[src/shared/pin_select_pkg.sv]
// shared constants and types for the port e pin function selector
`default_nettype none
package pin_select_pkg;
  // register byte offsets on the avalon slave
  localparam logic [3:0]  OFF_UPPER_SELECT = 4'h0;
  localparam logic [3:0]  OFF_LOWER_SELECT = 4'h4;
  localparam logic [3:0]  OFF_DIRECTION    = 4'h8;
  localparam logic [3:0]  OFF_ROUTE_STATUS = 4'hC;
  // values after power-on reset
  localparam logic [15:0] UPPER_RESET      = 16'h0000;
  localparam logic [15:0] LOWER_RESET      = 16'h0000;
  localparam logic [15:0] DIRECTION_RESET  = 16'h0000;
  // writable bits; everything else reads as zero
  localparam logic [15:0] UPPER_WMASK      = 16'h3000;
  localparam logic [15:0] LOWER_WMASK      = 16'h55FF;
  localparam logic [15:0] DIRECTION_WMASK  = 16'hFFFF;
  // field positions
  localparam int          PIN14_SEL_LSB    = 12;
  localparam int          PAIR_SEL_LSB     = 0;
  localparam int          TIMER_SEL_LSB    = 8;
  localparam int          FIELD_STEP       = 2;
  localparam int          PIN14_INDEX      = 14;
  // two-bit field encodings
  localparam logic [1:0]  SEL_GPIO         = 2'h0;
  localparam logic [1:0]  SEL_TIMER        = 2'h1;
  localparam logic [1:0]  SEL_DMA          = 2'h2;
  localparam logic [1:0]  SEL_HOLD         = 2'h3;
  // resolved pin function
  typedef enum logic [1:0] {
    FN_GPIO,
    FN_TIMER,
    FN_DRIVE,
    FN_SENSE
  } func_t;
endpackage
`default_nettype wire

[src/hdl/port_e_pin_function_select.sv]
// port e pin function selector with avalon register slave
`default_nettype none
// Contract
// - pin14 field: gpio, reserved, dma ack, hold
// - single-chip: pin14 dma/hold falls back gpio
// - upper bits 11..0 read zero
// - bit14 routes pin7 to timer ch2 b
// - bit12 routes pin6 to timer ch2 a
// - bit10 routes pin5 to timer ch1 b
// - bit8 routes pin4 to timer ch1 a
// - pin3 field: gpio, ch0 d, accepted 1
// - pin2 field: gpio, ch0 c, request 1
// - pin1 field: gpio, ch0 b, accepted 0
// - pin0 field: gpio, ch0 a, request 0
// - single-chip: pins 3..0 dma fall back gpio
// - all mode fields zero after reset
// - only power-on reset clears select registers
// - direction bit sets gpio/timer pin direction
module port_e_pin_function_select
  import pin_select_pkg::*;
#(
  parameter int NUM_PINS = 16
) (
  // clock and power-on reset
  input  wire logic                mclk,
  input  wire logic                rst_n,
  // avalon-mm slave
  input  wire logic [3:0]          address,
  input  wire logic                read,
  input  wire logic                write,
  input  wire logic [31:0]         writedata,
  input  wire logic [3:0]          byteenable,
  output logic      [31:0]         readdata,
  output logic                     waitrequest,
  // operating mode strap level
  input  wire logic                single_chip_mode,
  // package pins
  input  wire logic [NUM_PINS-1:0] pin_in,
  output logic      [NUM_PINS-1:0] pin_out,
  output logic      [NUM_PINS-1:0] pin_oe_n,
  // general i/o port data
  input  wire logic [NUM_PINS-1:0] gpio_out,
  output logic      [NUM_PINS-1:0] gpio_in,
  // timer capture/compare lines, ch0 a..d, ch1 a,b, ch2 a,b
  input  wire logic [7:0]          timer_out,
  output logic      [7:0]          timer_in,
  // dma controller
  output logic                     dma_request_0,
  output logic                     dma_request_1,
  input  wire logic                dma_req_accepted_0,
  input  wire logic                dma_req_accepted_1,
  input  wire logic                dma_ack_0,
  // bus controller
  input  wire logic                address_hold_strobe
);

  logic [15:0]         upper_r;
  logic [15:0]         lower_r;
  logic [15:0]         dir_r;
  logic                ack_r;
  logic [NUM_PINS-1:0] pin_s;
  logic                sc_s;
  func_t               fn [NUM_PINS];
  logic [NUM_PINS-1:0] sp;
  logic [NUM_PINS-1:0] tmr_o;
  logic [NUM_PINS-1:0] route_out;
  logic [NUM_PINS-1:0] route_oe_n;
  logic [NUM_PINS-1:0] status_nxt;
  logic [7:0]          timer_in_nxt;
  logic [15:0]         rd_nxt;
  logic                wr_take;
  logic                rd_take;

  // merge the enabled byte lanes, then clear reserved bits
  function automatic logic [15:0] merge16(input logic [15:0] old,
                                          input logic [31:0] wdata,
                                          input logic [3:0]  be,
                                          input logic [15:0] mask);
    logic [15:0] v;
    v = old;
    if (be[0]) begin
      v[7:0] = wdata[7:0];
    end
    if (be[1]) begin
      v[15:8] = wdata[15:8];
    end
    return v & mask;
  endfunction

  // two-bit field of pins 3..0; dma choice yields to single-chip mode
  function automatic func_t decode_pair(input logic [1:0] sel,
                                        input func_t      alt,
                                        input logic       single);
    func_t r;
    r = FN_GPIO;
    case (sel)
      SEL_TIMER: r = FN_TIMER;
      SEL_DMA:   r = single ? FN_GPIO : alt;
      default:   r = FN_GPIO;
    endcase
    return r;
  endfunction

  // pin levels and mode strap come from outside the clock domain
  bit_sync #(
    .WIDTH (NUM_PINS + 1)
  ) u_sync (
    .mclk     (mclk),
    .rst_n    (rst_n),
    .async_in ({single_chip_mode, pin_in}),
    .sync_out ({sc_s, pin_s})
  );

  // one wait cycle per access; waitrequest drops in the second cycle
  assign waitrequest = (read | write) & ~ack_r;
  assign wr_take     = write & ack_r;
  assign rd_take     = read & ~ack_r;

  always_ff @(posedge mclk) begin
    if (!rst_n) begin
      ack_r <= 1'b0;
    end else begin
      ack_r <= (read | write) & ~ack_r;
    end
  end

  // select registers; rst_n is the power-on reset only
  always_ff @(posedge mclk) begin
    if (!rst_n) begin
      upper_r <= UPPER_RESET;
      lower_r <= LOWER_RESET;
    end else if (wr_take) begin
      if (address[3:2] == OFF_UPPER_SELECT[3:2]) begin
        upper_r <= merge16(upper_r, writedata, byteenable, UPPER_WMASK);
      end
      if (address[3:2] == OFF_LOWER_SELECT[3:2]) begin
        lower_r <= merge16(lower_r, writedata, byteenable, LOWER_WMASK);
      end
    end
  end

  // direction register for gpio and timer pins
  always_ff @(posedge mclk) begin
    if (!rst_n) begin
      dir_r <= DIRECTION_RESET;
    end else if (wr_take && address[3:2] == OFF_DIRECTION[3:2]) begin
      dir_r <= merge16(dir_r, writedata, byteenable, DIRECTION_WMASK);
    end
  end

  // read mux; unmapped words cannot occur, status is read-only
  always_comb begin
    rd_nxt = 16'h0000;
    case (address[3:2])
      OFF_UPPER_SELECT[3:2]: rd_nxt = upper_r & UPPER_WMASK;
      OFF_LOWER_SELECT[3:2]: rd_nxt = lower_r & LOWER_WMASK;
      OFF_DIRECTION[3:2]:    rd_nxt = dir_r;
      default:               rd_nxt = status_nxt;
    endcase
  end

  // read data captured in the wait cycle, held until the next read
  always_ff @(posedge mclk) begin
    if (!rst_n) begin
      readdata <= 32'h0000_0000;
    end else if (rd_take) begin
      readdata <= {16'h0000, rd_nxt};
    end
  end

  // resolve each pin's function from the fields and the mode
  always_comb begin
    for (int i = 0; i < NUM_PINS; i++) begin
      fn[i] = FN_GPIO;
    end
    // odd pins drive accepted strobes, even pins sense requests
    for (int i = 0; i < 4; i++) begin
      fn[i] = decode_pair(lower_r[PAIR_SEL_LSB + FIELD_STEP*i +: 2],
                          (i % 2 == 1) ? FN_DRIVE : FN_SENSE,
                          sc_s);
    end
    for (int i = 4; i < 8; i++) begin
      fn[i] = lower_r[TIMER_SEL_LSB + FIELD_STEP*(i-4)] ? FN_TIMER
                                                        : FN_GPIO;
    end
    case (upper_r[PIN14_SEL_LSB +: 2])
      SEL_DMA:  fn[PIN14_INDEX] = sc_s ? FN_GPIO : FN_DRIVE;
      SEL_HOLD: fn[PIN14_INDEX] = sc_s ? FN_GPIO : FN_DRIVE;
      default:  fn[PIN14_INDEX] = FN_GPIO;
    endcase
  end

  // driven strobes per pin; unused entries stay low
  always_comb begin
    sp                = '0;
    sp[1]             = dma_req_accepted_0;
    sp[3]             = dma_req_accepted_1;
    sp[PIN14_INDEX]   = upper_r[PIN14_SEL_LSB] ? address_hold_strobe
                                               : dma_ack_0;
  end

  assign tmr_o = {{(NUM_PINS-8){1'b0}}, timer_out};

  // one routing cell per pin
  for (genvar g = 0; g < NUM_PINS; g++) begin : g_pin
    pin_route u_route (
      .func        (fn[g]),
      .dir         (dir_r[g]),
      .gpio_out    (gpio_out[g]),
      .timer_out   (tmr_o[g]),
      .special_out (sp[g]),
      .out_v       (route_out[g]),
      .oe_n_v      (route_oe_n[g])
    );
  end

  // inbound levels reach the timer only on timer-selected pins; gpio_in always gets them
  always_comb begin
    timer_in_nxt = 8'h00;
    for (int i = 0; i < 8; i++) begin
      timer_in_nxt[i] = (fn[i] == FN_TIMER) & pin_s[i];
    end
    for (int i = 0; i < NUM_PINS; i++) begin
      status_nxt[i] = (fn[i] != FN_GPIO);
    end
  end

  // registered pin drive; pins float as inputs out of reset
  always_ff @(posedge mclk) begin
    if (!rst_n) begin
      pin_out  <= '0;
      pin_oe_n <= '1;
    end else begin
      pin_out  <= route_out;
      pin_oe_n <= route_oe_n;
    end
  end

  // registered levels toward the port, timer and dma
  always_ff @(posedge mclk) begin
    if (!rst_n) begin
      gpio_in       <= '0;
      timer_in      <= 8'h00;
      dma_request_0 <= 1'b0;
      dma_request_1 <= 1'b0;
    end else begin
      gpio_in       <= pin_s;
      timer_in      <= timer_in_nxt;
      dma_request_0 <= (fn[0] == FN_SENSE) & pin_s[0];
      dma_request_1 <= (fn[2] == FN_SENSE) & pin_s[2];
    end
  end

  // upper register reads keep reserved bits clear
  property p_upper_reserved;
    @(posedge mclk) disable iff (!rst_n)
      (read && !waitrequest && address[3:2] == OFF_UPPER_SELECT[3:2])
        |-> readdata[11:0] == 12'h000;
  endproperty
  a_upper_reserved: assert property (p_upper_reserved)
    else $error("upper select reserved bits read nonzero");

  // lower register write lands masked one edge later
  property p_lower_write;
    @(posedge mclk) disable iff (!rst_n)
      (write && !waitrequest && address[3:2] == OFF_LOWER_SELECT[3:2]
       && byteenable[1:0] == 2'h3)
        |=> lower_r == ($past(writedata[15:0]) & 16'h55FF);
  endproperty
  a_lower_write: assert property (p_lower_write)
    else $error("lower select write not stored with reserved bits clear");

  // pin14 hold selection drives the bus strobe
  property p_pin14_hold;
    @(posedge mclk) disable iff (!rst_n)
      (upper_r[13:12] == 2'h3 && !sc_s)
        |=> (pin_out[14] == $past(address_hold_strobe)) && !pin_oe_n[14];
  endproperty
  a_pin14_hold: assert property (p_pin14_hold)
    else $error("pin14 hold selection not driving strobe");

  // pin14 falls back to gpio in single-chip mode
  property p_pin14_single;
    @(posedge mclk) disable iff (!rst_n)
      (upper_r[13] && sc_s)
        |=> (pin_oe_n[14] == !$past(dir_r[14]))
            && (pin_out[14] == $past(gpio_out[14]));
  endproperty
  a_pin14_single: assert property (p_pin14_single)
    else $error("pin14 not gpio in single-chip mode");

  // timer selection on pin7 follows the timer and direction
  property p_pin7_timer;
    @(posedge mclk) disable iff (!rst_n)
      lower_r[14]
        |=> (pin_out[7] == $past(timer_out[7]))
            && (pin_oe_n[7] == !$past(dir_r[7]));
  endproperty
  a_pin7_timer: assert property (p_pin7_timer)
    else $error("pin7 timer route wrong");

  // pin4 in gpio keeps its level from the timer and drives the port value
  property p_pin4_gpio;
    @(posedge mclk) disable iff (!rst_n)
      !lower_r[8] ##1 !lower_r[8] |-> !timer_in[4] && pin_out[4] == $past(gpio_out[4]);
  endproperty
  a_pin4_gpio: assert property (p_pin4_gpio)
    else $error("pin4 gpio route wrong");

  // pin3 accepted strobe outside single-chip mode
  property p_pin3_dma;
    @(posedge mclk) disable iff (!rst_n)
      (lower_r[7:6] == 2'h2 && !sc_s)
        |=> (pin_out[3] == $past(dma_req_accepted_1)) && !pin_oe_n[3];
  endproperty
  a_pin3_dma: assert property (p_pin3_dma)
    else $error("pin3 accepted strobe not driven");

  // pin2 request sensed into the dma controller
  property p_pin2_request;
    @(posedge mclk) disable iff (!rst_n)
      (lower_r[5:4] == 2'h2 && !sc_s)
        |=> (dma_request_1 == $past(pin_s[2])) && pin_oe_n[2];
  endproperty
  a_pin2_request: assert property (p_pin2_request)
    else $error("pin2 request route wrong");

  // pin1 dma selection yields to gpio in single-chip mode
  property p_pin1_single;
    @(posedge mclk) disable iff (!rst_n)
      (lower_r[3:2] == 2'h2 && sc_s)
        |=> pin_oe_n[1] == !$past(dir_r[1]);
  endproperty
  a_pin1_single: assert property (p_pin1_single)
    else $error("pin1 not gpio in single-chip mode");

  // reserved pin3 encoding acts as gpio
  property p_pin3_reserved;
    @(posedge mclk) disable iff (!rst_n)
      (lower_r[7:6] == 2'h3)
        |=> (pin_out[3] == $past(gpio_out[3]))
            && (pin_oe_n[3] == !$past(dir_r[3]));
  endproperty
  a_pin3_reserved: assert property (p_pin3_reserved)
    else $error("pin3 reserved encoding not gpio");

  // reset clears every mode field
  property p_reset_clear;
    @(posedge mclk)
      !rst_n |=> (upper_r == 16'h0000) && (lower_r == 16'h0000) && pin_oe_n[14];
  endproperty
  a_reset_clear: assert property (p_reset_clear)
    else $error("select registers not clear after reset");

endmodule
`default_nettype wire

[src/hdl/bit_sync.sv]
// two-flop synchroniser for asynchronous pin levels
`default_nettype none
module bit_sync #(
  parameter int WIDTH = 1
) (
  // clock and reset
  input  wire logic             mclk,
  input  wire logic             rst_n,
  // levels
  input  wire logic [WIDTH-1:0] async_in,
  output logic      [WIDTH-1:0] sync_out
);
  logic [WIDTH-1:0] meta_r;

  // first stage is read only by the second
  always_ff @(posedge mclk) begin
    if (!rst_n) begin
      meta_r   <= '0;
      sync_out <= '0;
    end else begin
      meta_r   <= async_in;
      sync_out <= meta_r;
    end
  end
endmodule
`default_nettype wire

[src/hdl/pin_route.sv]
// per-pin output and enable selection from the resolved function
`default_nettype none
module pin_route
  import pin_select_pkg::*;
(
  // selection
  input  wire func_t func,
  input  wire logic  dir,
  // sources
  input  wire logic  gpio_out,
  input  wire logic  timer_out,
  input  wire logic  special_out,
  // pin drive
  output logic       out_v,
  output logic       oe_n_v
);
  // only the chosen source reaches the pin
  always_comb begin
    out_v  = gpio_out;
    oe_n_v = ~dir;
    case (func)
      FN_TIMER: begin
        out_v  = timer_out;
        oe_n_v = ~dir;
      end
      FN_DRIVE: begin
        out_v  = special_out;
        oe_n_v = 1'b0;
      end
      FN_SENSE: begin
        out_v  = 1'b0;
        oe_n_v = 1'b1;
      end
      default: begin
        out_v  = gpio_out;
        oe_n_v = ~dir;
      end
    endcase
  end
endmodule
`default_nettype wire

[config.mk]
export PLATFORM = sky130hd
export DESIGN_NAME = port_e_pin_function_select
export DESIGN_NICKNAME = d
export VERILOG_FILES = /design/src/shared/pin_select_pkg.sv /design/src/hdl/port_e_pin_function_select.sv /design/src/hdl/bit_sync.sv /design/src/hdl/pin_route.sv
export SDC_FILE = /design/constraint.sdc
export NUM_CORES = 1
export LEC_CHECK = 0
export BUFFER_PORTS_ARGS = -buffer_cell sky130_fd_sc_hd__buf_2
export CAP_MARGIN = 0
export CORE_MARGIN = 5
export CORE_UTILIZATION = 50
export DETAILED_ROUTE_END_ITERATION = 8
export PLACE_DENSITY_LB_ADDON = 0.3
export SYNTH_ARGS = -nofsm -noshare
export SYNTH_HDL_FRONTEND = slang
export SYNTH_HIERARCHICAL = 1
export SYNTH_SLANG_ARGS = --single-unit
[constraint.sdc]
create_clock -name mclk -period 2.2 [get_ports mclk]
set_clock_uncertainty 0.1 [all_clocks]
set_input_delay 0.22 -clock mclk [delete_from_list [all_inputs] [get_ports mclk]]
set_output_delay 0.22 -clock mclk [all_outputs]
set_load 0.02 [all_outputs]
==> reports/results.ini, run 1 <==
[status]
status = finished clean

[detailed_routing]
drt_iter0_drc = 279
dr.pass1.iters = 5
drc = 0
drtAntennaViolNets = 0
drt_wl_total_um = 13700
routedWlPerCell_um = 13.8
vias = 4646
via_per_inst = 4.68

[die]
core_area_mm2 = 0.0107
io_pins = 180
fp.dieW_um = 114
placement_rows = 38
initial_core_util_pct = 50.5
die_h_um = 114
dieArea_mm2 = 0.0130

[sta]
min_period_ps = 2040
slew_headroom_pct = 59.4
tightest_slew_ps = 608
tns_ps = 0
hold_slack_ps = 17.7
finalHoldViolCount = 0
slew_violations = 0
rsz0062_at_grt = no
clock.fmax_ghz = 0.489
finalCritPeriodShare_pct = 92.9
setup_viol = 0

[yosys]
synth_top_family_by_area = simple AND/OR/NAND/NOR gates
netlist.area_leader.share_pct = 51.2
yosysWarnings = 6
synth_area_leaders = dfxtp_1 (51%), o21ai_0 (5.4%), and2_2 (4.7%)
synth.ff_latch_count = 139
synth-simple-area-share_pct = 21.8
synth_largest_area_cell = dfxtp_1
synthXorXnorAreaFrac_pct = 0
synth_cell_types = 30
syn_inst = 557
syn_area_per_cell_um2 = 9.75
synth_compound_area_share_pct = 14.3
synth.area.mux_share_pct = 4.35
synth_fa_ha_area_share_pct = 2.76
ys_seq_area_share_pct = 51.2
netlist_area_mm2 = 0.00543

[place]
place_congestion = 0.802
post_dp_cell_area_mm2 = 0.00652
dp_hpwl_um = 8980
portBuffers = 143
post-place-cells = 905

[worst_hold_path]
hold_end = pin_out[0]
min-delay-start = timer_out[0]
whs_path_depth = 4
hold_path_class = in -> reg

[cells_and_area]
final_layout_size_suffix_gt1_share_pct = 26.0
num_antenna_cells = 0
ff_latch_area_mm2 = 0.00278
nFillCells = 840
multi_input_area_mm2 = 0.00275
fin_nets = 941
fin_cells = 993
fin_area_mm2 = 0.00768
syn_to_final_growth_pct = 41.4

[power]
seqPwrFrac_pct = 43.7
p_comb_share_pct = 9.5
p_int_mw = 4.60
p_total_mw = 6.03
netSwitchingFraction_pct = 23.8
leakage_nw = 3.42
netSwitchingPower_mw = 1.43
ir_drop_mv = 0.525
clockPowerShare_pct = 46.8
p_per_area_mw_per_mm2 = 786

[global_routing]
grt_pass1_wl_um = 22300
overflow = 0
grt_pass1_vias = 4661
grt_max_degree = 53
antenna_found_initial = 0
track_usage_pct = 21.4

[clocking]
clk_path_buf_depth = 2
clkLatencyLatePin_ps = 510
cts_sinks = 139
clkTransAtPathRegs_ps = 60
cts-htree-levels = 4
cts-root-buf = clkbuf_8
cts_tree = done
cts_buffers = 17

[worst_setup_path]
r2r-start = lower_r[6]
path_cells = inv_1 > ha_1 > nor3b_2 > o21ai_1 > dlygate4sd3_1 > and2_1
crit_fanout = 5
critPathKind = reg -> reg
reg2regPathDepth = 6
r2r_end = pin_out[3]
r2r_slack_ps = 160
slowest_stage = dlygate4sd3_1
cp_data_arrival_time_ps = 2350
crit_required_ps = 2500
endpoint_kind = register
cp-start-kind = register
max_stage_delay_ps = 560

[run]
drv_cap = 0

==> critical path: cells and delay by family (launching register included) <==
kind / cells / cell delay [ps]
AO/OA/AOI/OAI: 1 / 110
adder cells (fa/ha/maj): 1 / 300
buffers and inverters: 2 / 620
flip-flops: 1 / 390
AND/OR/NAND/NOR: 2 / 410
==> cells in the mapped netlist (all sizes together) <==
cell       n
nor2      13
nand2     20
mux2i     18
o21ai     75
mux2       5
ha        12
o31ai      2
and3      10
a21boi    34
nand2b    19
or3        1
dfxtp    139
a21oi      7
and2      70
nand3b    16
clkbuf    18
nor2b      9
nor3b      4
a2bb2oi    1
nand3     35
a221oi    10
inv        8
and3b      1
buf       29
conb       1
==> per-stage QoR <==
stage | worst slack [ps] | util [%]
6_report | 156 | 71.4
5_1_grt | 61.0 | 71.4
4_1_cts | 29.5 | 71.4
3_5_place_dp | 357 | 60.7
3_3_place_gp | 460 | 60.7
2_1_floorplan | 592 | -
==> worst max path at each step <==
| stage | cells past startpoint | start | to |
|---|---|---|---|
| floorplan | 8 | lower_r[4] | pin_out[2] |
| global placement | 8 | lower_r[0] | pin_out[0] |
| detailed placement | 8 | lower_r[0] | pin_out[0] |
| CTS | 6 | lower_r[6] | pin_out[3] |
| global route | 6 | lower_r[6] | pin_out[3] |
| finish | 6 | lower_r[6] | pin_out[3] |
==> kinds of logic (layout without fill, tap and decap cells) <==
| logic type | count (synthesis) | in the layout |
|---|---|---|
| DFF | 139 | 139 |
| and+or+nand+nor | 198 | 198 |
| other | 1 | 105 |
| muxes | 23 | 23 |
| AOI/OAI and AO/OA | 129 | 129 |
| buffers and inverters | 55 | 247 |
| adders and majority gates | 12 | 12 |
==> repair_timing <==
action / in CTS / in global routing
endpoints found under the hold margin: 63 / 0
setup endpoints to repair: 0 / 1
setup buffers: 0 / 0
hold buffers: 56 / 0
gates resized for setup: 0 / 1
==> final cells by class <==
type                            count  area share (%)
Timing Repair Buffer              207            17.6
Multi-Input combinational cell    467            35.8
Tap cell                          140            2.28
Clock inverter                     13            2.18
Inverter                            8           0.391
Sequential cell                   139            36.3
Clock buffer                       19            5.49
==> cell usage in the layout (no fill, tap or decap), drive strengths merged, types with 10 or more instances in the layout <==
cell type,n
dlygate4sd3,56
dfxtp,139
inv,10
a21boi,34
nor2,13
nand3b,16
and3,10
clkbuf,19
a221oi,10
nand3,35
nand2b,19
ha,12
nand2,20
buf,151
o21ai,75
conb,105
mux2i,18
and2,70
==> registers in the layout, indices dropped and copies added (netlist names) <==
signal	count
u_sync/sync_out	17
dma_request_0	1
dma_request_1	1
readdata	16
gpio_in	16
timer_in	8
u_sync/meta_r	17
dir_r	16
lower_r	12
upper_r	2
pin_oe_n	16
ack_r	1
pin_out	16
==> power groups by stage <==
stage	sequential, mW	clock [mW]	combinational (mW)
after floorplan	2.75	0	0.266
after global placement	2.69	0	0.479
after detailed placement	2.69	0	0.486
after CTS	2.64	2.87	0.565
after global routing	2.65	2.98	0.630
final	2.64	2.82	0.572
==> metal layers <==
metal | global-route usage, % | up-vias | share of wire, %
met3 | 4.86 | 19 | 8.0
met4 | 8.47 | 0 | 1.6
met5 | 0 | - | 0
met2 | 35.9 | 171 | 48
li1 | - | 2350 | -
met1 | 26.5 | 2106 | 42
No activity file was read; power rests on OpenSTA's default activity.
==> inputs of run 2 (changes only) <==
CORE_MARGIN = 2   (was 5)
MAX_ROUTING_LAYER = met4   (was unset)
PLACE_DENSITY = 0.88   (was unset)
PLACE_DENSITY_LB_ADDON = unset   (was 0.3)
==> run 2 against run 1 <==
Fmax shrank 3.0%. Register-to-register slack better by 150 ps. Core utilization up 0.22 points. Worst setup slack got worse by 64 ps. Global-route usage increased by 3.2 points. Critical path depth is the same. Highest routed layer unchanged. Routed wire length fell by 2.8%. Clock power shrank 8.5%. Non-clock buffer count up 4. Die area decreased by 10%. Count of clock-buffer cells in the layout fell by 2. Sequential power about the same.
==> reports/results.ini, run 2 (same netlist as run 1, synthesis figures left out) <==
[power]
p_total_mw = 5.79  ; -4.0%
leakage_nw = 3.40  ; -0.36%
ir_drop_mv = 0.441  ; -16%
p_per_area_mw_per_mm2 = 756  ; -3.8%

[die]
io_pins = 180  ; unchanged
core_area_mm2 = 0.0107  ; -0.44%
dieArea_mm2 = 0.0117  ; -10%
fp.dieW_um = 108  ; -5.3%
initial_core_util_pct = 50.8  ; +0.22 points
placement_rows = 38  ; unchanged
die_h_um = 108  ; -5.3%

[worst_setup_path]
r2r_end = pin_out[1]
r2r_slack_ps = 310  ; +150 ps
crit_required_ps = 1880  ; -620 ps
max_stage_delay_ps = 550  ; about the same
crit_fanout = 3  ; -2
slowest_stage = dlygate4sd3_1
cp-start-kind = primary input
endpoint_kind = primary output
critPathKind = in -> out
crit_buf_inv = 4  ; +2
r2r-start = lower_r[3]
cp_top_family = buffers and inverters
cp_data_arrival_time_ps = 1790  ; -560 ps
reg2regPathDepth = 6  ; unchanged
path_cells = dlygate4sd3_1 > buf_2 > nor2_1 > dlygate4sd3_1 > nor2_1 > buf_2

[global_routing]
grt_max_degree = 68  ; +28%
grt_pass1_vias = 4564  ; -2.1%
grt_pass1_wl_um = 21400  ; -4.1%
track_usage_pct = 24.5  ; +3.2 points
antenna_found_initial = 0  ; unchanged
overflow = 0  ; unchanged

[sta]
tns_ps = 0  ; unchanged
rsz0062_at_grt = no
slew_violations = 0  ; unchanged
slew_headroom_pct = 57.5  ; -2.0 points
setup_ws_ps = 92.3  ; -63.8 ps
finalHoldViolCount = 0  ; unchanged
clock.fmax_ghz = 0.474  ; -3.0%
finalCritPeriodShare_pct = 95.8  ; +2.9 points
hold_slack_ps = 13.3  ; -4.35 ps
setup_viol = 0  ; unchanged
tightest_slew_ps = 638  ; +29.7 ps
min_period_ps = 2110  ; +63.8 ps

[detailed_routing]
dr.pass1.iters = 5  ; unchanged
drt_wl_total_um = 13300  ; -2.8%
via_per_inst = 4.70  ; +0.46%
drc = 0  ; unchanged
drt_iter0_drc = 213  ; -24%
vias = 4686  ; +0.86%
routedWlPerCell_um = 13.3  ; -3.2%
drtAntennaViolNets = 0  ; unchanged

[cells_and_area]
mostFrequentLayoutCell = buf_2
top_regs = u_sync/meta_r (17), u_sync/sync_out (17)
ff_latch_area_mm2 = 0.00278  ; unchanged
final_cell_mix = buf_2 (142), dfxtp_1 (139), conb_1 (105)
syn_to_final_growth_pct = 41.2
fin_nets = 945  ; +0.43%
nFillCells = 800  ; -4.8%
final_layout_size_suffix_gt1_share_pct = 26.0  ; about the same
finish.utilization_pct = 71.7  ; +0.22 points
multi_input_area_mm2 = 0.00274  ; -0.18%
num_antenna_cells = 0  ; unchanged

[clocking]
cts_tree = done
clkTransAtPathRegs_ps = 60  ; about the same
cts-root-buf = clkbuf_8
cts-resized-gates = 0  ; unchanged
clkLatencyLatePin_ps = 520  ; about the same
cts_buffers = 17  ; unchanged
cts-htree-levels = 4  ; unchanged
postCtsSetupBuffers = 0  ; unchanged
cts_hold_buf = 60  ; +7.1%
cts_sinks = 139  ; unchanged
clk_path_buf_depth = 2  ; unchanged

[place]
place_congestion = 0.803  ; +0.12%
pre_cts_ws_ps = 411  ; +54.3 ps
portBuffers = 143  ; unchanged
dp_hpwl_um = 8450  ; -5.9%

[worst_hold_path]
hold_path_class = in -> reg
min-delay-start = gpio_out[13]
whs_path_depth = 4  ; unchanged
hold_end = pin_out[13]

[run]
drv_cap = 0  ; unchanged

[status]
status = finished clean

run 2: changes by cell type in the layout (fill, tap and decap cells not counted):
cell           delta
clkinv_4          -2
inv_8             +2
dlygate4sd3_1     +4
nor3b_2           -1
clkbuf_1          -2
clkinv_2          -2
bufinv_16         -3
inv_6             +4
nor3b_1           +1
clkinvlp_4        +3
run 2: final cells by class:
cell class	count	area share, %
tap	140	2.28
clock buffer	17	5.40
clock inverter	15	1.70
timing repair buffer	211	18.1
inverter	8	0.392
multi-input combinational	467	35.8
sequential	139	36.3
run 2: per-stage QoR:
step / std cells / cell area, um^2
4_1_cts: 997 / 7670
5_1_grt: 997 / 7670
3_5_place_dp: 905 / 6520
3_3_place_gp: 905 / 6520
2_1_floorplan: 661 / 5820
6_report: 997 / 7670
run 2: tightest hold or removal path, stage by stage:
cell and delay (ps):
buf_2 80, mux2i_1 60, o21ai_1 120, and2_1 130
run 2: routing by layer:
layer | wire [um] | up-vias | GRT usage, %
met2 | 6710 | 181 | 41.5
met5 | 0 | - | -
met4 | 265 | 0 | 9.62
li1 | - | 2364 | -
met1 | 5420 | 2116 | 28.4
met3 | 888 | 25 | 5.24
run 2: report_power, final:
group / switching, mW / internal (mW) / total, mW
registers: 0.0316 / 2.60 / 2.64
clock network: 1.16 / 1.42 / 2.58
logic: 0.317 / 0.263 / 0.579
total: 1.51 / 4.29 / 5.79
run 2: worst max path at each step:
stage | end | cells past startpoint | startpoint | slack [ps]
2_1_floorplan | pin_out[2] | 8 | lower_r[4] | 590
3_3_place_gp | pin_out[2] | 7 | lower_r[5] | 450
3_5_place_dp | pin_out[0] | 8 | lower_r[0] | 410
4_1_cts | waitrequest | 6 | read | 150
5_1_grt | waitrequest | 6 | read | 60
6_report | waitrequest | 6 | read | 90
==> inputs of run 3 (changes only) <==
ABC_AREA = 1   (was unset)
ABC_CLOCK_PERIOD_IN_PS = 2200   (was unset)
PLACE_DENSITY = 0.79   (was 0.88)
==> run 3 against run 2 <==
Worst hold slack better by 26 ps. Die area decreased by 0.89%. Fmax is 1.7% higher. Combinational power increased by 4.0%. Synthesized cell count grew 29%. Clock power rose by 2%. Power rose by 1.2%. Cell area increased by 1.3%. Largest cell class unchanged. Largest power group unchanged.
==> reports/results.ini, run 3 <==
[worst_setup_path]
cp-start-kind = register
crit_start = lower_r[12]
r2r-start = lower_r[12]
crit_required_ps = 2550  ; +670 ps
crit_fanout = 5  ; +2
endpoint_kind = register
critPathKind = reg -> reg
cp_data_arrival_time_ps = 2430  ; +640 ps

[cells_and_area]
fin_area_mm2 = 0.00777  ; +1.3%
final_cell_mix = nand2_1 (219), buf_2 (142), dfxtp_1 (138)
final_layout_size_suffix_gt1_share_pct = 19.9  ; -6.1 points
syn_to_final_growth_pct = 44.3
top_regs = u_sync/meta_r (17), u_sync/sync_out (17)
finish.utilization_pct = 74.9  ; +3.2 points
fin_nets = 1128  ; +19%
num_antenna_cells = 0  ; unchanged
mostFrequentLayoutCell = nand2_1

[yosys]
synth.ff_latch_count = 139  ; unchanged
synth_largest_area_cell = dfxtp_1
async_flop_share_pct = 0  ; unchanged
netlist_area_mm2 = 0.00538  ; -0.92%
ys_dominant_reg_cell = dfxtp_1
ys_seq_area_share_pct = 51.7  ; +0.48 points
netlist.area_leader.share_pct = 51.7  ; +0.48 points
synth-edff-count = 0  ; unchanged
yosysWarnings = 6  ; unchanged
netlist_top_cells_count = nand2_1 (219), dfxtp_1 (139), inv_1 (103), nor2_1 (80), o21ai_0 (56)
syn_inst = 717  ; +29%
yosysMostFrequentCell = nand2_1
synth_cell_types = 25  ; -17%
syn_area_per_cell_um2 = 7.50  ; -23%
synth_area_leaders = dfxtp_1 (52%), nand2_1 (15%), inv_1 (7.2%)

[global_routing]
grt_pass1_wl_um = 21800  ; +1.9%
grt_pass1_vias = 4828  ; +5.8%
track_usage_pct = 24.8  ; +0.26 points
grt_max_degree = 80  ; +18%
overflow = 0  ; unchanged
antenna_found_initial = 0  ; unchanged

[detailed_routing]
route.met2.wl_um = 6730  ; +0.31%
drtAntennaViolNets = 0  ; unchanged
drt_wl_total_um = 13400  ; +1.1%
via_per_inst = 4.29  ; -8.8%
drc = 0  ; unchanged
wl_met1_um = 5620  ; +3.7%
routedWlPerCell_um = 11.4  ; -14%
drt_iter0_drc = 187  ; -12%
top_layer = met4
dr_wl_met3_um = 748  ; -16%
vias = 5040  ; +7.6%
dr.pass1.iters = 4  ; -1

[die]
io_pins = 180  ; unchanged
fp.dieW_um = 108  ; -0.45%
dieArea_mm2 = 0.0116  ; -0.89%
die_h_um = 108  ; -0.45%
placement_rows = 37  ; -2.6%
core_area_mm2 = 0.0104  ; -3.1%
initial_core_util_pct = 51.9  ; +1.1 points

[run]
drv_cap = 0  ; unchanged

[clocking]
clkTransAtPathRegs_ps = 60  ; about the same
cts_tree = done
cts-root-buf = clkbuf_8
cts_sinks = 139  ; unchanged
cts-htree-levels = 4  ; unchanged
clkLatencyLatePin_ps = 510  ; about the same
postCtsSetupBuffers = 0  ; unchanged
clk_path_buf_depth = 2  ; unchanged
cts_buffers = 17  ; unchanged

[status]
status = finished clean

[place]
post_dp_cell_area_mm2 = 0.00647  ; -0.73%
portBuffers = 143  ; unchanged
place_congestion = 0.847  ; +5.5%
dp_hpwl_um = 8670  ; +2.7%

[sta]
finalCritPeriodShare_pct = 94.2  ; -1.6 points
min_period_ps = 2070  ; -36.1 ps
rsz0062_at_grt = no
slew_violations = 0  ; unchanged
finalHoldViolCount = 0  ; unchanged
clock.fmax_ghz = 0.483  ; +1.7%
setup_viol = 0  ; unchanged
tns_ps = 0  ; unchanged

[worst_hold_path]
min-delay-start = address[3]
hold_path_class = in -> reg

[power]
p_per_area_mw_per_mm2 = 755  ; -0.14%
ir_drop_mv = 0.478  ; +8.4%
leakage_nw = 4.16  ; +22%

run 3: changes by cell type in the layout (fill, tap and decap cells not counted), sizes merged, moves of 11 or more:
cell         before  now
nand2            20  221
inv              16  114
nor2             13   85
and2             70    0
a21boi           34    0
nand3            35    7
nand2b           19    0
a21oi             7   25
mux2i            18    0
nand3b           16    0
or2               0   16
dlygate4sd3      60   74
o21ai            75   64
run 3: per-stage QoR:
step	hold WS, ps	worst slack (ps)	cells	total power, mW
final	39.5	128	1176	5.86
after global routing	35.5	12.3	1176	6.09
after CTS	5.07	126	1176	5.87
after detailed placement	291	601	1070	3.18
after global placement	292	629	1070	3.17
after floorplan	218	731	821	3.03
run 3: final timing paths:
kind / depth (start not counted) / to / slack (ps)
worst max-delay path: 8 / pin_out[6] / 130
worst min-delay path: 4 / readdata[14] / 40
worst max register to register: 8 / pin_out[6] / 130
worst min register to register: 2 / u_sync/sync_out[15] / 310
run 3: per-layer routing:
layer / vias to the layer above / track usage [%]
met2: 172 / 43.2
met1: 2169 / 27.9
met3: 30 / 4.48
met5: - / -
met4: 0 / 10.3
li1: 2669 / -
run 3: kinds of logic after synthesis:
family | Yosys count | synth area share, %
buffers and inverters | 139 | 11.6
AOI/OAI and AO/OA | 96 | 9.19
muxes | 1 | 0.209
and+or+nand+nor | 329 | 24.5
DFF | 139 | 51.7
other | 1 | 0.0697
adders and majority gates | 12 | 2.79
run 3: layout make-up:
| cell class | instances | area, um^2 |
|---|---|---|
| clock buffers | 18 | 418 |
| fillers | 768 | 2600 |
| repair buffers | 221 | 1500 |
| flip-flops and latches | 139 | 2780 |
| multi-input cells | 543 | 2370 |
| well taps | 136 | 170 |
| inverters | 105 | 394 |
| clock inverters | 14 | 126 |
run 3: where the power goes:
part	leakage (nW)	switching, mW	internal (mW)
clock network	0.260	1.19	1.43
registers	1.14	0.0325	2.61
logic	2.76	0.344	0.258
total	4.16	1.56	4.30
run 3: what timing repair did:
item                                   4_1_cts  5_1_grt
resized for setup                            0        3
setup endpoints to repair                    0        3
endpoints found under the hold margin       65        0
hold buffers                                74        0
run 3: worst max-delay path, cell delays in order, from the launching register on:
cell and delay, ps:
dfxtp_1 420, nand2_1 70, nand2_1 60, nand2_1 50, nand2_1 70, dlygate4sd3_1 580, nand2_1 50, dlygate4sd3_1 560
inv_1 60
